--- src/inc/fivm_pkg.sv ---
/*
 * Constants and carrier types for the framer interrupt vector mask block.
 * Assumes a 16-bit host port with register offsets as decoded addresses.
 */
package fivm_pkg;

	// =========================================================
	// Register offsets
	localparam logic [11:0] FIVM_OFF_GCTL1 = 12'h901;
	localparam logic [11:0] FIVM_OFF_MASK1 = 12'h902;
	localparam logic [11:0] FIVM_OFF_VSTAT = 12'h910;

	// =========================================================
	// Field layout: framer f owns bits 4f+3 down to 4f.
	localparam int FIVM_NFRM        = 4;
	localparam int FIVM_SRC_PER_FRM = 4;
	localparam int FIVM_POS_HDLC    = 3;
	localparam int FIVM_POS_ELASTIC = 2;
	localparam int FIVM_POS_RXLINE  = 1;
	localparam int FIVM_POS_SYNC    = 0;

	// Global control 1 fields.
	localparam int FIVM_G1_CONT  = 0;
	localparam int FIVM_G1_BUFEN = 5;
	localparam int FIVM_G1_AIE   = 8;
	localparam int FIVM_G1_AFULL = 9;

	// =========================================================
	// Reset values and write masks
	localparam logic [15:0] FIVM_GCTL1_RST  = 16'h0000;
	localparam logic [15:0] FIVM_MASK1_RST  = 16'h0000;
	localparam logic [15:0] FIVM_VSTAT_RST  = 16'h0000;
	localparam logic [15:0] FIVM_GCTL1_WMSK = 16'hF9FF;

	// =========================================================
	// Analyser buffer
	localparam int          FIVM_ABUF_AW   = 5;
	localparam logic [4:0]  FIVM_ABUF_LAST = 5'h1F;
	localparam logic [4:0]  FIVM_ABUF_FRST = 5'h00;

	typedef enum logic [2:0] {
		FIVM_ST_IDLE = 3'b001,
		FIVM_ST_FILL = 3'b010,
		FIVM_ST_DONE = 3'b100
	} fivm_astate_t;

	// =========================================================
	// Carriers
	typedef struct packed {
		logic        sel;
		logic        rd;
		logic        wr;
		logic [11:0] addr;
		logic [15:0] wdata;
	} fivm_host_t;

	typedef struct packed {
		logic       we;
		logic [4:0] addr;
	} fivm_abuf_t;

endpackage

--- src/design/fivm_analyser.sv ---
/*
 * Fill sequencer for the backplane analyser buffer.
 * Assumes sample_i marks one capture slot per cycle, synchronous to clk.
 */
`timescale 1ns/1ps
module fivm_analyser
(
	input  wire logic               clk,
	input  wire logic               rstn,
	input  wire logic               ce,
	input  wire logic               enable_i,
	input  wire logic               continuous_i,
	input  wire logic               sample_i,
	input  wire logic               clear_full_i,
	output fivm_pkg::fivm_abuf_t    abuf_r,
	output logic                    full_r
);

	fivm_pkg::fivm_astate_t state_r;
	fivm_pkg::fivm_astate_t state_nxt;
	fivm_pkg::fivm_abuf_t   abuf_nxt;
	logic                   lock_r;
	logic                   lock_nxt;
	logic                   full_nxt;

	// =========================================================
	// Sequencer
	wire logic take_w = (state_r == fivm_pkg::FIVM_ST_FILL) && sample_i;
	wire logic last_w = take_w && (abuf_r.addr == fivm_pkg::FIVM_ABUF_LAST);

	always_comb
	begin
		state_nxt     = state_r;
		abuf_nxt.we   = take_w;
		abuf_nxt.addr = abuf_r.addr;
		unique case (state_r)
			fivm_pkg::FIVM_ST_IDLE:
			begin
				abuf_nxt.addr = fivm_pkg::FIVM_ABUF_FRST;
				if (enable_i)
					state_nxt = fivm_pkg::FIVM_ST_FILL;
			end
			fivm_pkg::FIVM_ST_FILL:
			begin
				if (!enable_i)
					state_nxt = fivm_pkg::FIVM_ST_IDLE;
				else if (last_w && !continuous_i)
					state_nxt = fivm_pkg::FIVM_ST_DONE;
				if (take_w)
					abuf_nxt.addr = last_w ? fivm_pkg::FIVM_ABUF_FRST
						: abuf_r.addr + 5'h01;
			end
			fivm_pkg::FIVM_ST_DONE:
			begin
				if (!enable_i)
					state_nxt = fivm_pkg::FIVM_ST_IDLE;
				else if (continuous_i)
					state_nxt = fivm_pkg::FIVM_ST_FILL;
			end
			default:
				state_nxt = fivm_pkg::FIVM_ST_IDLE;
		endcase
	end

	// =========================================================
	// Full flag
	// Buffer full raises the flag.
	// A flag raised in single mode stays until reset.
	assign lock_nxt = lock_r || (last_w && !continuous_i);
	assign full_nxt = last_w || (full_r && (lock_r || !clear_full_i
		|| !continuous_i));

	always_ff @(posedge clk or negedge rstn)
	begin
		if (!rstn)
		begin
			state_r <= fivm_pkg::FIVM_ST_IDLE;
			abuf_r  <= '0;
			full_r  <= 1'b0;
			lock_r  <= 1'b0;
		end
		else if (ce)
		begin
			state_r <= state_nxt;
			abuf_r  <= abuf_nxt;
			full_r  <= full_nxt;
			lock_r  <= lock_nxt;
		end
	end

	// =========================================================
	// Checks
	a_cont_wraps: assert property (@(posedge clk) disable iff (!rstn)
		ce && last_w && continuous_i && enable_i |=>
		abuf_r.addr == fivm_pkg::FIVM_ABUF_FRST
		&& state_r == fivm_pkg::FIVM_ST_FILL)
		else $error("continuous fill did not wrap");

	a_single_stops: assert property (@(posedge clk) disable iff (!rstn)
		ce && state_r == fivm_pkg::FIVM_ST_DONE |=> !abuf_r.we)
		else $error("buffer written after single fill");

	a_full_sticky: assert property (@(posedge clk) disable iff (!rstn)
		lock_r |=> full_r && lock_r)
		else $error("single mode full flag was cleared");

	a_cont_clear: assert property (@(posedge clk) disable iff (!rstn)
		ce && full_r && clear_full_i && continuous_i && !lock_r && !last_w
		|=> !full_r)
		else $error("continuous full flag not cleared");

endmodule

--- src/design/fivm_top.sv ---
/*
 * Interrupt vector mask for framers 3 to 0, vector status and the
 * analyser control register, on the 16-bit host port.
 * Assumes host strobes and sources are synchronous to clk.
 */
`timescale 1ns/1ps
module fivm_top
(
	input  wire logic               clk,
	input  wire logic               rstn,
	input  wire logic               ce,
	input  fivm_pkg::fivm_host_t    host_i,
	output logic [15:0]             rdata_r,
	input  wire logic [15:0]        src_i,
	input  wire logic               sample_i,
	output fivm_pkg::fivm_abuf_t    abuf_r,
	output logic                    irq_r
);

	logic [15:0] gctl1_r;
	logic [15:0] mask1_r;
	logic [15:0] vstat_r;
	logic [15:0] vstat_nxt;
	logic [15:0] rdata_nxt;
	logic        irq_nxt;
	logic        afull_w;
	logic        rst_seen_r;

	function automatic logic hit(input fivm_pkg::fivm_host_t h,
		input logic [11:0] off);
		hit = h.sel && (h.addr == off);
	endfunction

	// =========================================================
	// Host decode
	wire logic wr_g1_w = host_i.wr && hit(host_i, fivm_pkg::FIVM_OFF_GCTL1);
	wire logic wr_m1_w = host_i.wr && hit(host_i, fivm_pkg::FIVM_OFF_MASK1);
	wire logic rd_g1_w = host_i.rd && hit(host_i, fivm_pkg::FIVM_OFF_GCTL1);
	wire logic rd_m1_w = host_i.rd && hit(host_i, fivm_pkg::FIVM_OFF_MASK1);
	wire logic rd_vs_w = host_i.rd && hit(host_i, fivm_pkg::FIVM_OFF_VSTAT);

	wire logic [15:0] g1_view_w = (gctl1_r & fivm_pkg::FIVM_GCTL1_WMSK)
		| (16'(afull_w) << fivm_pkg::FIVM_G1_AFULL);

	assign rdata_nxt = rd_g1_w ? g1_view_w
		: rd_m1_w ? mask1_r
		: rd_vs_w ? vstat_r
		: 16'h0000;

	// =========================================================
	// Vector status gating
	genvar f;
	genvar s;
	generate
		for (f = 0; f < fivm_pkg::FIVM_NFRM; f++)
		begin : g_frm
			for (s = 0; s < fivm_pkg::FIVM_SRC_PER_FRM; s++)
			begin : g_src
				localparam int B = f * fivm_pkg::FIVM_SRC_PER_FRM + s;
				assign vstat_nxt[B] = src_i[B] && !mask1_r[B];
			end
		end
	endgenerate

	// Any status bit or enabled full flag.
	assign irq_nxt = (|vstat_nxt)
		|| (gctl1_r[fivm_pkg::FIVM_G1_AIE] && afull_w);

	// =========================================================
	// Registers
	always_ff @(posedge clk or negedge rstn)
	begin
		if (!rstn)
		begin
			gctl1_r <= fivm_pkg::FIVM_GCTL1_RST;
			mask1_r <= fivm_pkg::FIVM_MASK1_RST;
			vstat_r <= fivm_pkg::FIVM_VSTAT_RST;
			rdata_r <= 16'h0000;
			irq_r   <= 1'b0;
		end
		else if (ce)
		begin
			if (wr_g1_w)
				gctl1_r <= host_i.wdata & fivm_pkg::FIVM_GCTL1_WMSK;
			// Mask written as a whole word.
			if (wr_m1_w)
				mask1_r <= host_i.wdata;
			vstat_r <= vstat_nxt;
			rdata_r <= rdata_nxt;
			irq_r   <= irq_nxt;
		end
	end

	// =========================================================
	// Analyser
	// Continuous select steers the sequencer.
	fivm_analyser u_analyser
	(
		.clk          (clk),
		.rstn         (rstn),
		.ce           (ce),
		.enable_i     (gctl1_r[fivm_pkg::FIVM_G1_BUFEN]),
		.continuous_i (gctl1_r[fivm_pkg::FIVM_G1_CONT]),
		.sample_i     (sample_i),
		.clear_full_i (rd_g1_w),
		.abuf_r       (abuf_r),
		.full_r       (afull_w)
	);

	// =========================================================
	// Checks
	always_ff @(posedge clk or negedge rstn)
	begin
		if (!rstn)
			rst_seen_r <= 1'b0;
		else
			rst_seen_r <= 1'b1;
	end

	a_masked_zero: assert property (@(posedge clk) disable iff (!rstn)
		ce |=> (vstat_r & $past(mask1_r)) == 16'h0000)
		else $error("masked status bit active");

	a_unmasked_follow: assert property (@(posedge clk) disable iff (!rstn)
		ce |=> (vstat_r & ~$past(mask1_r))
		== ($past(src_i) & ~$past(mask1_r)))
		else $error("unmasked status bit does not follow source");

	a_mask_pos: assert property (@(posedge clk) disable iff (!rstn)
		ce && wr_m1_w ##1 ce && !wr_m1_w ##1 ce && rd_m1_w |=>
		rdata_r[15:13] == $past(host_i.wdata[15:13], 3))
		else $error("framer three mask bits misplaced");

	a_vstat_read: assert property (@(posedge clk) disable iff (!rstn)
		ce && rd_vs_w |=> rdata_r == $past(vstat_r))
		else $error("status read wrong");

	a_mask_reset: assert property (@(posedge clk) disable iff (!rstn)
		!rst_seen_r |-> mask1_r == 16'h0000)
		else $error("mask not zero after reset");

	a_irq_any: assert property (@(posedge clk) disable iff (!rstn)
		ce |=> irq_r == ((|$past(src_i & ~mask1_r))
		|| $past(gctl1_r[fivm_pkg::FIVM_G1_AIE] && afull_w)))
		else $error("interrupt output does not match status");

endmodule

--- config.mk ---
export PLATFORM = sky130hd
export DESIGN_NAME = fivm_top
export DESIGN_NICKNAME = d
export VERILOG_FILES = /design/src/inc/fivm_pkg.sv /design/src/design/fivm_analyser.sv /design/src/design/fivm_top.sv
export SDC_FILE = /design/constraint.sdc
export NUM_CORES = 1
export LEC_CHECK = 0
export BUFFER_PORTS_ARGS = -buffer_cell sky130_fd_sc_hd__buf_2
export CAP_MARGIN = 20
export CORE_AREA = 3 3 69 119
export DETAILED_ROUTE_END_ITERATION = 8
export DIE_AREA = 0 0 72 122
export PLACE_DENSITY = 0.74
export SYNTH_ARGS = -nofsm -noshare
export SYNTH_HDL_FRONTEND = slang
export SYNTH_SLANG_ARGS = --single-unit
--- constraint.sdc ---
create_clock -name clk -period 1.7 [get_ports clk]
set_input_delay 0.17 -clock clk [delete_from_list [all_inputs] [get_ports clk]]
set_output_delay 0.17 -clock clk [all_outputs]
set_load 0.05 [all_outputs]
* After elaboration in Yosys (flattened, before gate mapping)
Cells that the tools add are included.
Word-level totals: bits in registers 74, bits of input ports 51, output and inout port bits 23, word-level logic and storage cells 93
Cells by class: add/subtract/negate cells 1, equality and inequality tests 11, mux-type cells 12, bitwise logic cells 1, reduce and logical (&&, ||, !) cells 58
Operators with widths (number):
- 16-bit 2-to-1 mux | 3
- 12-bit equality test (second input constant) | 3
- 1-bit logical AND | 29
- 1-bit zero test | 18
- 16-bit by 10-bit bitwise OR with 16-bit output | 1
- 16-bit OR reduction | 1
- 3-bit 2-to-1 mux | 5
- 5-bit 2-to-1 mux | 2
- 5-bit case mux with 2 select lines | 1
- 3-bit case mux with 3 select lines | 1
- 3-bit != test (second input constant) | 2
- 5-bit by 1-bit adder with 5-bit output (second input constant) | 1
- 5-bit equality test (second input constant) | 1
- 1-bit logical OR | 5
- 2-bit AND reduction | 2
- 4-bit AND reduction | 1
- 3-bit by 1-bit equality test with 1-bit output (second input constant) | 1
- 3-bit by 2-bit equality test with 1-bit output (second input constant) | 1
- 3-bit equality test (second input constant) | 1
- 3-bit AND reduction | 1
- 2-bit by 1-bit != test with 1-bit output (second input constant) | 1
- 2-bit != test (second input constant) | 1
- 2-bit nonzero test | 1

* Longest topological paths before layout
Gate-level depths: netlist of the first run.
depth in word-level cells 8, mapped depth 7

* Modules after synthesis
From an unflattened synthesis of the first run, not the netlist that was laid out.
Second synthesis, totals: cell total of the unflattened synthesis 338, area, all modules 3688.5 um2
Modules (own cells, without submodules):
- fivm_top | times used 1, cells an instance 270, area an instance 2992.9 um2, seq. area each 1576.5 um2
- fivm_analyser | times used 1, cells an instance 68, area an instance 695.7 um2, seq. area each 276.5 um2

* Least setup slack after synthesis of the first run
OpenSTA, ideal clock, no wires.
path type register to register, from register, netlist name u_analyser.abuf_r[0], to register, netlist name u_analyser.abuf_r[3], library setup time 70 ps, data arrival time 1929 ps, setup slack -299 ps, cell stages (with the launch flop) 8, buffers on the path 0, period minus slack after synthesis 1999 ps, cells stage by stage dfrtp_1 ha_1 and3_1 ha_1 nand2_1 nand2_1 or4_1 nand3_1
On the way: cells in the longest elaborated chain, start to end 5, elaborated cells on any way between the ends 6, classes of those cells add/sub: 1; eq/ne: 1; mux: 3; reduce/logical: 1
Ends and longest elaborated chain:
- branches (longest 2 deep; another with 5-bit by 1-bit adder with 5-bit output)
- 5-bit 2-to-1 mux * | line fivm_analyser.sv:50 | abuf_nxt.addr = last_w ? fivm_pkg::FIVM_ABUF_FRST
- 5-bit 2-to-1 mux * | line fivm_analyser.sv:49 | if (take_w)
- 5-bit case mux with 2 select lines * | line fivm_analyser.sv:36 | unique case (state_r)
Mark *: on every way between the ends. The select of a mux whose other input is x is not followed. A chain may end at the register's enable or synchronous reset.

* Worst setup path in the final report of the first run
from register u_analyser.state_r[0], to register, netlist name u_analyser.abuf_r[3]
On the way: cells in the longest elaborated chain, start to end 6, elaborated cells on any way between the ends 10, classes of those cells eq/ne: 3; mux: 3; reduce/logical: 4
Ends and longest elaborated chain:
- start: declaration | line fivm_analyser.sv:19 | fivm_pkg::fivm_astate_t state_r;
- start signal: assignment | line fivm_analyser.sv:77 | state_r <= fivm_pkg::FIVM_ST_IDLE;
- start signal: assignment | line fivm_analyser.sv:84 | state_r <= state_nxt;
- 3-bit by 2-bit equality test with 1-bit output | line fivm_analyser.sv:28, fivm_analyser.sv:36
- 1-bit logical AND | line fivm_analyser.sv:28 | wire logic take_w = (state_r == fivm_pkg::FIVM_ST_FILL) && sample_i;
- 1-bit logical AND | line fivm_analyser.sv:29 | wire logic last_w = take_w && (abuf_r.addr == fivm_pkg::FIVM_ABUF_LAST);
- 5-bit 2-to-1 mux | line fivm_analyser.sv:50
- 5-bit 2-to-1 mux | line fivm_analyser.sv:49
- 5-bit case mux with 2 select lines | line fivm_analyser.sv:36
Parallel ways exist; a longest one is shown, timed or not. The select of a mux whose other input is x is not followed.

==> results of run 1 <==
layout by cell type (no fill, tap or decap), types with 3 or more instances in the layout:
| cell type | n |
|---|---|
| a21oi_1 | 11 |
| a22oi_1 | 7 |
| a31oi_1 | 16 |
| buf_12 | 3 |
| buf_2 | 73 |
| buf_4 | 23 |
| clkbuf_1 | 4 |
| clkbuf_16 | 9 |
| dfrtp_1 | 71 |
| inv_1 | 24 |
| mux2_2 | 33 |
| mux2i_1 | 4 |
| nand2_1 | 19 |
| nand2b_1 | 7 |
| nand3_1 | 11 |
| nand3b_1 | 9 |
| nor2_1 | 13 |
| nor2b_1 | 7 |
| o21ai_0 | 14 |
| o22ai_1 | 13 |
worst max-delay path, stage by stage (launching register included):
cell and delay, ns:
dfstp_2 0.59, nor2b_1 0.20, o211ai_1 0.15, or4_1 0.53, nand3_1 0.08
per-stage QoR:
stage | worst slack (ns) | TNS (ns)
6_report | 0.0785 | 0
5_1_grt | 0.00122 | 0
4_1_cts | 0.0288 | 0
3_5_place_dp | -0.118 | -4.24
3_3_place_gp | -0.0948 | -3.21
2_1_floorplan | -0.0134 | -0.0134
area by class of cell:
cell class / instances / area (um2)
sequential: 74 / 1860
fill: 602 / 2870
tap: 86 / 108
multi-input combinational: 206 / 1550
clock buffer: 13 / 240
timing repair buffer: 100 / 608
clock inverter: 3 / 17.5
inverter: 24 / 90.1
repair_timing:
action / 4_1_cts / 5_1_grt
setup endpoints to repair: 0 / 2
hold endpoints to repair: 73 / 0
setup buffers: 0 / 2
gates resized for setup: 0 / 3
hold buffers: 1 / 0
sequential cells by signal, summed over array words and instances, names as in the netlist:
register	flops
vstat_r	16
u_analyser.state_r	3
u_analyser.abuf_r	6
mask1_r	16
gctl1_r	14
rdata_r	16
u_analyser.full_r	1
u_analyser.lock_r	1
irq_r	1
power breakdown:
part | total [uW] | switching [uW] | leakage [uW] | internal [uW]
clock network | 1660 | 675 | 0.000124 | 984
logic | 398 | 254 | 0.00109 | 144
registers | 1860 | 33.6 | 0.000968 | 1820
logic make-up after synthesis:
family | after synthesis | synth area share [%]
buffers and inverters | 41 | 5.16
AO/OA/AOI/OAI | 74 | 13.8
flip-flops | 74 | 52.3
multiplexers | 37 | 11.6
adder cells (fa/ha/maj) | 2 | 0.706
AND/OR/NAND/NOR | 93 | 16.4
Yosys cell counts, drive strengths merged (3+ instances only):
library cell,n,area (um2)
o22ai,13,81.3
nand3,11,55.1
inv,24,90.1
dfrtp,73,1830
nor4,5,73.8
nor2b,7,43.8
a22oi,7,52.6
nand2b,7,43.8
o21ai,15,78.8
a31oi,16,100
nor2,13,48.8
or3b,3,26.3
mux2,33,372
nand3b,9,67.6
buf,10,66.3
clkbuf,7,26.3
nand2,21,78.8
mux2i,4,40.0
a21oi,11,55.1
worst max path at each step:
| stage | start | endpoint | slack, ns | cells after the start |
|---|---|---|---|---|
| 5_1_grt | u_analyser.state_r[0]$_DFFE_PN1P_ | u_analyser.abuf_r[3]$_DFFE_PN0P_ | 0.001 | 4 |
| 4_1_cts | u_analyser.abuf_r[0]$_DFFE_PN0P_ | u_analyser.abuf_r[3]$_DFFE_PN0P_ | 0.03 | 7 |
| 2_1_floorplan | u_analyser.abuf_r[0]$_DFFE_PN0P_ | u_analyser.abuf_r[3]$_DFFE_PN0P_ | -0.01 | 7 |
| 3_5_place_dp | host_i[25] | rdata_r[15]$_DFFE_PN0P_ | -0.12 | 7 |
| 3_3_place_gp | host_i[25] | rdata_r[7]$_DFFE_PN0P_ | -0.09 | 7 |
| 6_report | u_analyser.state_r[0]$_DFFE_PN1P_ | u_analyser.abuf_r[3]$_DFFE_PN0P_ | 0.08 | 4 |
per-layer routing:
layer / vias up / routed length (um) / global-route usage (%) / share of wire (%)
met5: - / 0 / 0 / 0
met4: 0 / 240 / 10.2 / 2.8
met3: 14 / 503 / 5.04 / 5.9
met2: 83 / 4590 / 35.4 / 53
met1: 1387 / 3260 / 23.7 / 38
li1: 1348 / - / - / -
==> metrics.yaml, run 1 <==
status: "finished clean"
fin_skew_ns: 0.00892
grt_pass1_wl_um: 13800
grt_max_degree: 75
wl_um: 8600
syn_area_um2: 3540
grt_pass1_vias: 2898
gp_congestion: 0.870
rsz0062_at_grt: "no"
drtAntennaViolNets: 0
clk_pin_slew_ns: 0.06
worstSetupPathType: "reg -> reg"
design_power_total_uw: 3910
globalRouteOverflowTotal: 0
dieArea_um2: 8780
dr.pass1.iters: 4
rrSetupSlack_ns: 0.08
setup_violations: 0
cts_tree: "done"
via_per_inst: 5.60
htree_levels: 3
synth_seq_cells: 74
clkLatencyLatePin_ns: 0.33
min_from: "host_i[9]"
drc: 0
syn_avg_cell_area_um2: 11.0
cp-start-kind: "register"
core_um2: 7340
ios: 74
async_flop_share_pct: 100
nets: 468
hold_viol: 0
ys.flop_type: "dfrtp_1"
holdWs_ns: 0.0745
synth_edf_count: 0
post_dp_cell_area_um2: 4170
die_w_um: 72
num_rows: 41
ir_drop_mv: 0.616
cts.sinks: 74
cap_violations: 0
ff2ff_path_depth: 4
synth_cells: 321
r2r_start: "u_analyser.state_r[0]$_DFFE_PN1P_"
vias: 2832
dr.first_iter.drc_count: 106
max_freq_mhz: 617
start_util_pct: 48.3
place.port_buffers: 73
hp-class: "in -> reg"
slew_violations: 0
power_density_nw_per_um2: 877
whs_endpoint: "mask1_r[9]$_DFFE_PN0P_"
place_hpwl_um: 6130
worst_pin_slew_ns: 0.471
syn_to_final_growth_pct: 26.0
syn_nets: 374
seq_area_frac_synth_pct: 52.3
crit_arrival_ns: 1.89
final_cell_area_um2: 4460
grt.total_usage_pct: 20.7
max_slew_margin_pct: 68.5
die_h_um: 122
dp.cells: 487
wl_per_cell_um: 17.0
drive_gt1_share_pct: 39.8
cellLeakagePower_uw: 0.00218
finish.utilization_pct: 60.9
crit_path_end_kind: "register"
final.min_clock_period_ns: 1.62
worstReg2RegEnd: "u_analyser.abuf_r[3]$_DFFE_PN0P_"
instances_no_fill: 506
antennaDiodeCount: 0
period_share_pct: 95.4
yosys_warnings: 0
worstHoldPathCells: 2
cts_max_path_buffers: 2
cts_made_buffers: 9
cts-root-buf: "clkbuf_16"
antenna_found_initial: 0
cp_max_fo: 8
ys_types: 54
cp_data_required_time_ns: 1.96
Power figures use the tool's default switching activity.
==> run 2: changes to the inputs <==
--- a/config.mk
+++ b/config.mk
@@ -7,10 +7,11 @@
 export LEC_CHECK = 0
 export BUFFER_PORTS_ARGS = -buffer_cell sky130_fd_sc_hd__buf_2
 export CAP_MARGIN = 20
-export CORE_AREA = 3 3 69 119
+export CORE_AREA = 3 3 67 117
+export CTS_BUF_LIST = sky130_fd_sc_hd__clkbuf_4 sky130_fd_sc_hd__clkbuf_8
 export DETAILED_ROUTE_END_ITERATION = 8
-export DIE_AREA = 0 0 72 122
-export PLACE_DENSITY = 0.74
+export DIE_AREA = 0 0 70 120
+export PLACE_DENSITY = 0.77
 export SYNTH_ARGS = -nofsm -noshare
 export SYNTH_HDL_FRONTEND = slang
 export SYNTH_SLANG_ARGS = --single-unit
==> metrics.yaml, run 2 (synthesis gave the netlist of run 1 again) <==
hold_viol: 0  # unchanged
mostFrequentLayoutCell: "buf_2"
slew_violations: 0  # unchanged
ir_drop_mv: 0.701  # +14%
seq_area_um2: 1860  # unchanged
grt_pass1_vias: 2978  # +2.8%
largestRegisters: "mask1_r x16, rdata_r x16, vstat_r x16"
die_h_um: 120  # -1.6%
mostFrequentLayoutCells: "buf_2 (73), dfrtp_1 (71), mux2_2 (33)"
dieArea_um2: 8400  # -4.4%
cts_made_buffers: 9  # unchanged
finish.utilization_pct: 62.4  # +1.5 points
fin_skew_ns: 0.00957  # +0.000647 ns
start_util_pct: 50.0  # +1.7 points
design_power_total_uw: 3810  # -2.8%
period_share_pct: 95.4  # about the same
via_per_inst: 5.64  # +0.72%
hp-class: "in -> reg"
place.port_buffers: 73  # unchanged
cts-root-buf: "clkbuf_8"
final.min_clock_period_ns: 1.62  # -0.000499 ns
cts_tree: "done"
place_hpwl_um: 6180  # +0.66%
wl_um: 8530  # -0.77%
crit_arrival_ns: 1.91  # +0.02 ns
vias: 2841  # +0.32%
status: "finished clean"
globalRouteOverflowTotal: 0  # unchanged
n_fill_cell: 589  # -2.2%
cp_data_required_time_ns: 1.98  # +0.02 ns
power_density_nw_per_um2: 862  # -1.7%
cp-start-kind: "register"
grt_max_degree: 75  # unchanged
wl_per_cell_um: 16.9  # -0.37%
clk_pin_slew_ns: 0.08  # +0.02 ns
drtAntennaViolNets: 0  # unchanged
drc: 0  # unchanged
setup_violations: 0  # unchanged
rsz0062_at_grt: "no"
multi_input_area_um2: 1540  # -0.49%
max_freq_mhz: 617  # about the same
nets: 466  # -0.43%
cp_max_fo: 4  # -4
clkLatencyLatePin_ns: 0.34  # about the same
cap_violations: 0  # unchanged
drive_gt1_share_pct: 40.4  # +0.67 points
core_um2: 7080  # -3.5%
cts.sinks: 74  # unchanged
max_slew_margin_pct: 74.5  # +5.9 points
worst_pin_slew_ns: 0.373  # -0.0978 ns
cts_max_path_buffers: 2  # unchanged
num_rows: 41  # unchanged
cellLeakagePower_uw: 0.00217  # -0.58%
worstSetupPathType: "reg -> reg"
ios: 74  # unchanged
antennaDiodeCount: 0  # unchanged
die_w_um: 70  # -2.8%
dr.pass1.iters: 4  # unchanged
dr.first_iter.drc_count: 187  # +76%
crit_path_end_kind: "register"
antenna_found_initial: 0  # unchanged
gp_congestion: 0.807  # -7.2%
htree_levels: 3  # unchanged
grt.total_usage_pct: 21.4  # +0.69 points
syn_to_final_growth_pct: 24.7
grt_pass1_wl_um: 14000  # +1.8%
==> run 2: layout make-up <==
type / instances / area share (%)
sequential: 74 / 42.0
multi-input combinational: 206 / 34.8
clock inverter: 4 / 1.67
tap: 86 / 2.44
clock buffer: 12 / 3.60
inverter: 24 / 2.04
timing repair buffer: 98 / 13.4
==> run 2: worst max-delay path: stages, from the launching register on <==
cell	delay [ns]
dfrtp_2	0.44
ha_4	0.18
and3_4	0.17
ha_2	0.18
nand2_2	0.06
nand2_1	0.06
or4_1	0.41
nand3_1	0.08
==> run 2: final timing paths <==
path | startpoint | to | slack [ns] | depth (start not counted)
max | u_analyser.abuf_r[1]$_DFFE_PN0P_ | u_analyser.abuf_r[3]$_DFFE_PN0P_ | 0.08 | 7
min | host_i[9] | mask1_r[9]$_DFFE_PN0P_ | 0.06 | 2
max reg2reg | u_analyser.abuf_r[1]$_DFFE_PN0P_ | u_analyser.abuf_r[3]$_DFFE_PN0P_ | 0.08 | 7
min reg2reg | u_analyser.lock_r$_DFFE_PN0P_ | u_analyser.lock_r$_DFFE_PN0P_ | 0.47 | 1
max in group asynchronous | rstn | u_analyser.state_r[0]$_DFFE_PN1P_ | 0.96 | 3
min in group asynchronous | rstn | rdata_r[2]$_DFFE_PN0P_ | 0.39 | 3
==> run 2: timing repair <==
item / 4_1_cts / 5_1_grt
setup buffers: 0 / 1
hold buffers: 1 / 0
setup endpoints to repair: 0 / 2
hold endpoints to repair: 73 / 0
resized for setup: 0 / 2
==> run 2: through the flow <==
stage | setup TNS [ns] | hold WS [ns] | cell area [um2] | setup slack [ns] | std cells
floorplan | -0.0134 | -0.126 | 3590 | -0.0134 | 321
detailed placement | -3.55 | 0.233 | 4160 | -0.126 | 486
finish | 0 | 0.0613 | 4420 | 0.0790 | 504
global route | 0 | 0.0652 | 4420 | 0.00878 | 504
global placement | -3.16 | 0.229 | 4160 | -0.0988 | 486
CTS | 0 | 0.0521 | 4400 | 0.0545 | 503
==> run 2: report_power, final <==
part / total, uW / internal (uW) / switching (uW)
sequential: 1850 / 1820 / 33.4
combinational: 396 / 143 / 253
clock: 1560 / 924 / 632
total: 3810 / 2890 / 918
==> run 2: layer usage <==
layer  vias to the layer above  part of all wire (%)  global-route usage, %
met5                         -                     0                      0
met4                         0                   2.7                   9.95
met2                        71                    54                   38.7
met1                      1409                    38                   23.8
li1                       1344                     -                      -
met3                        17                   4.9                   4.02
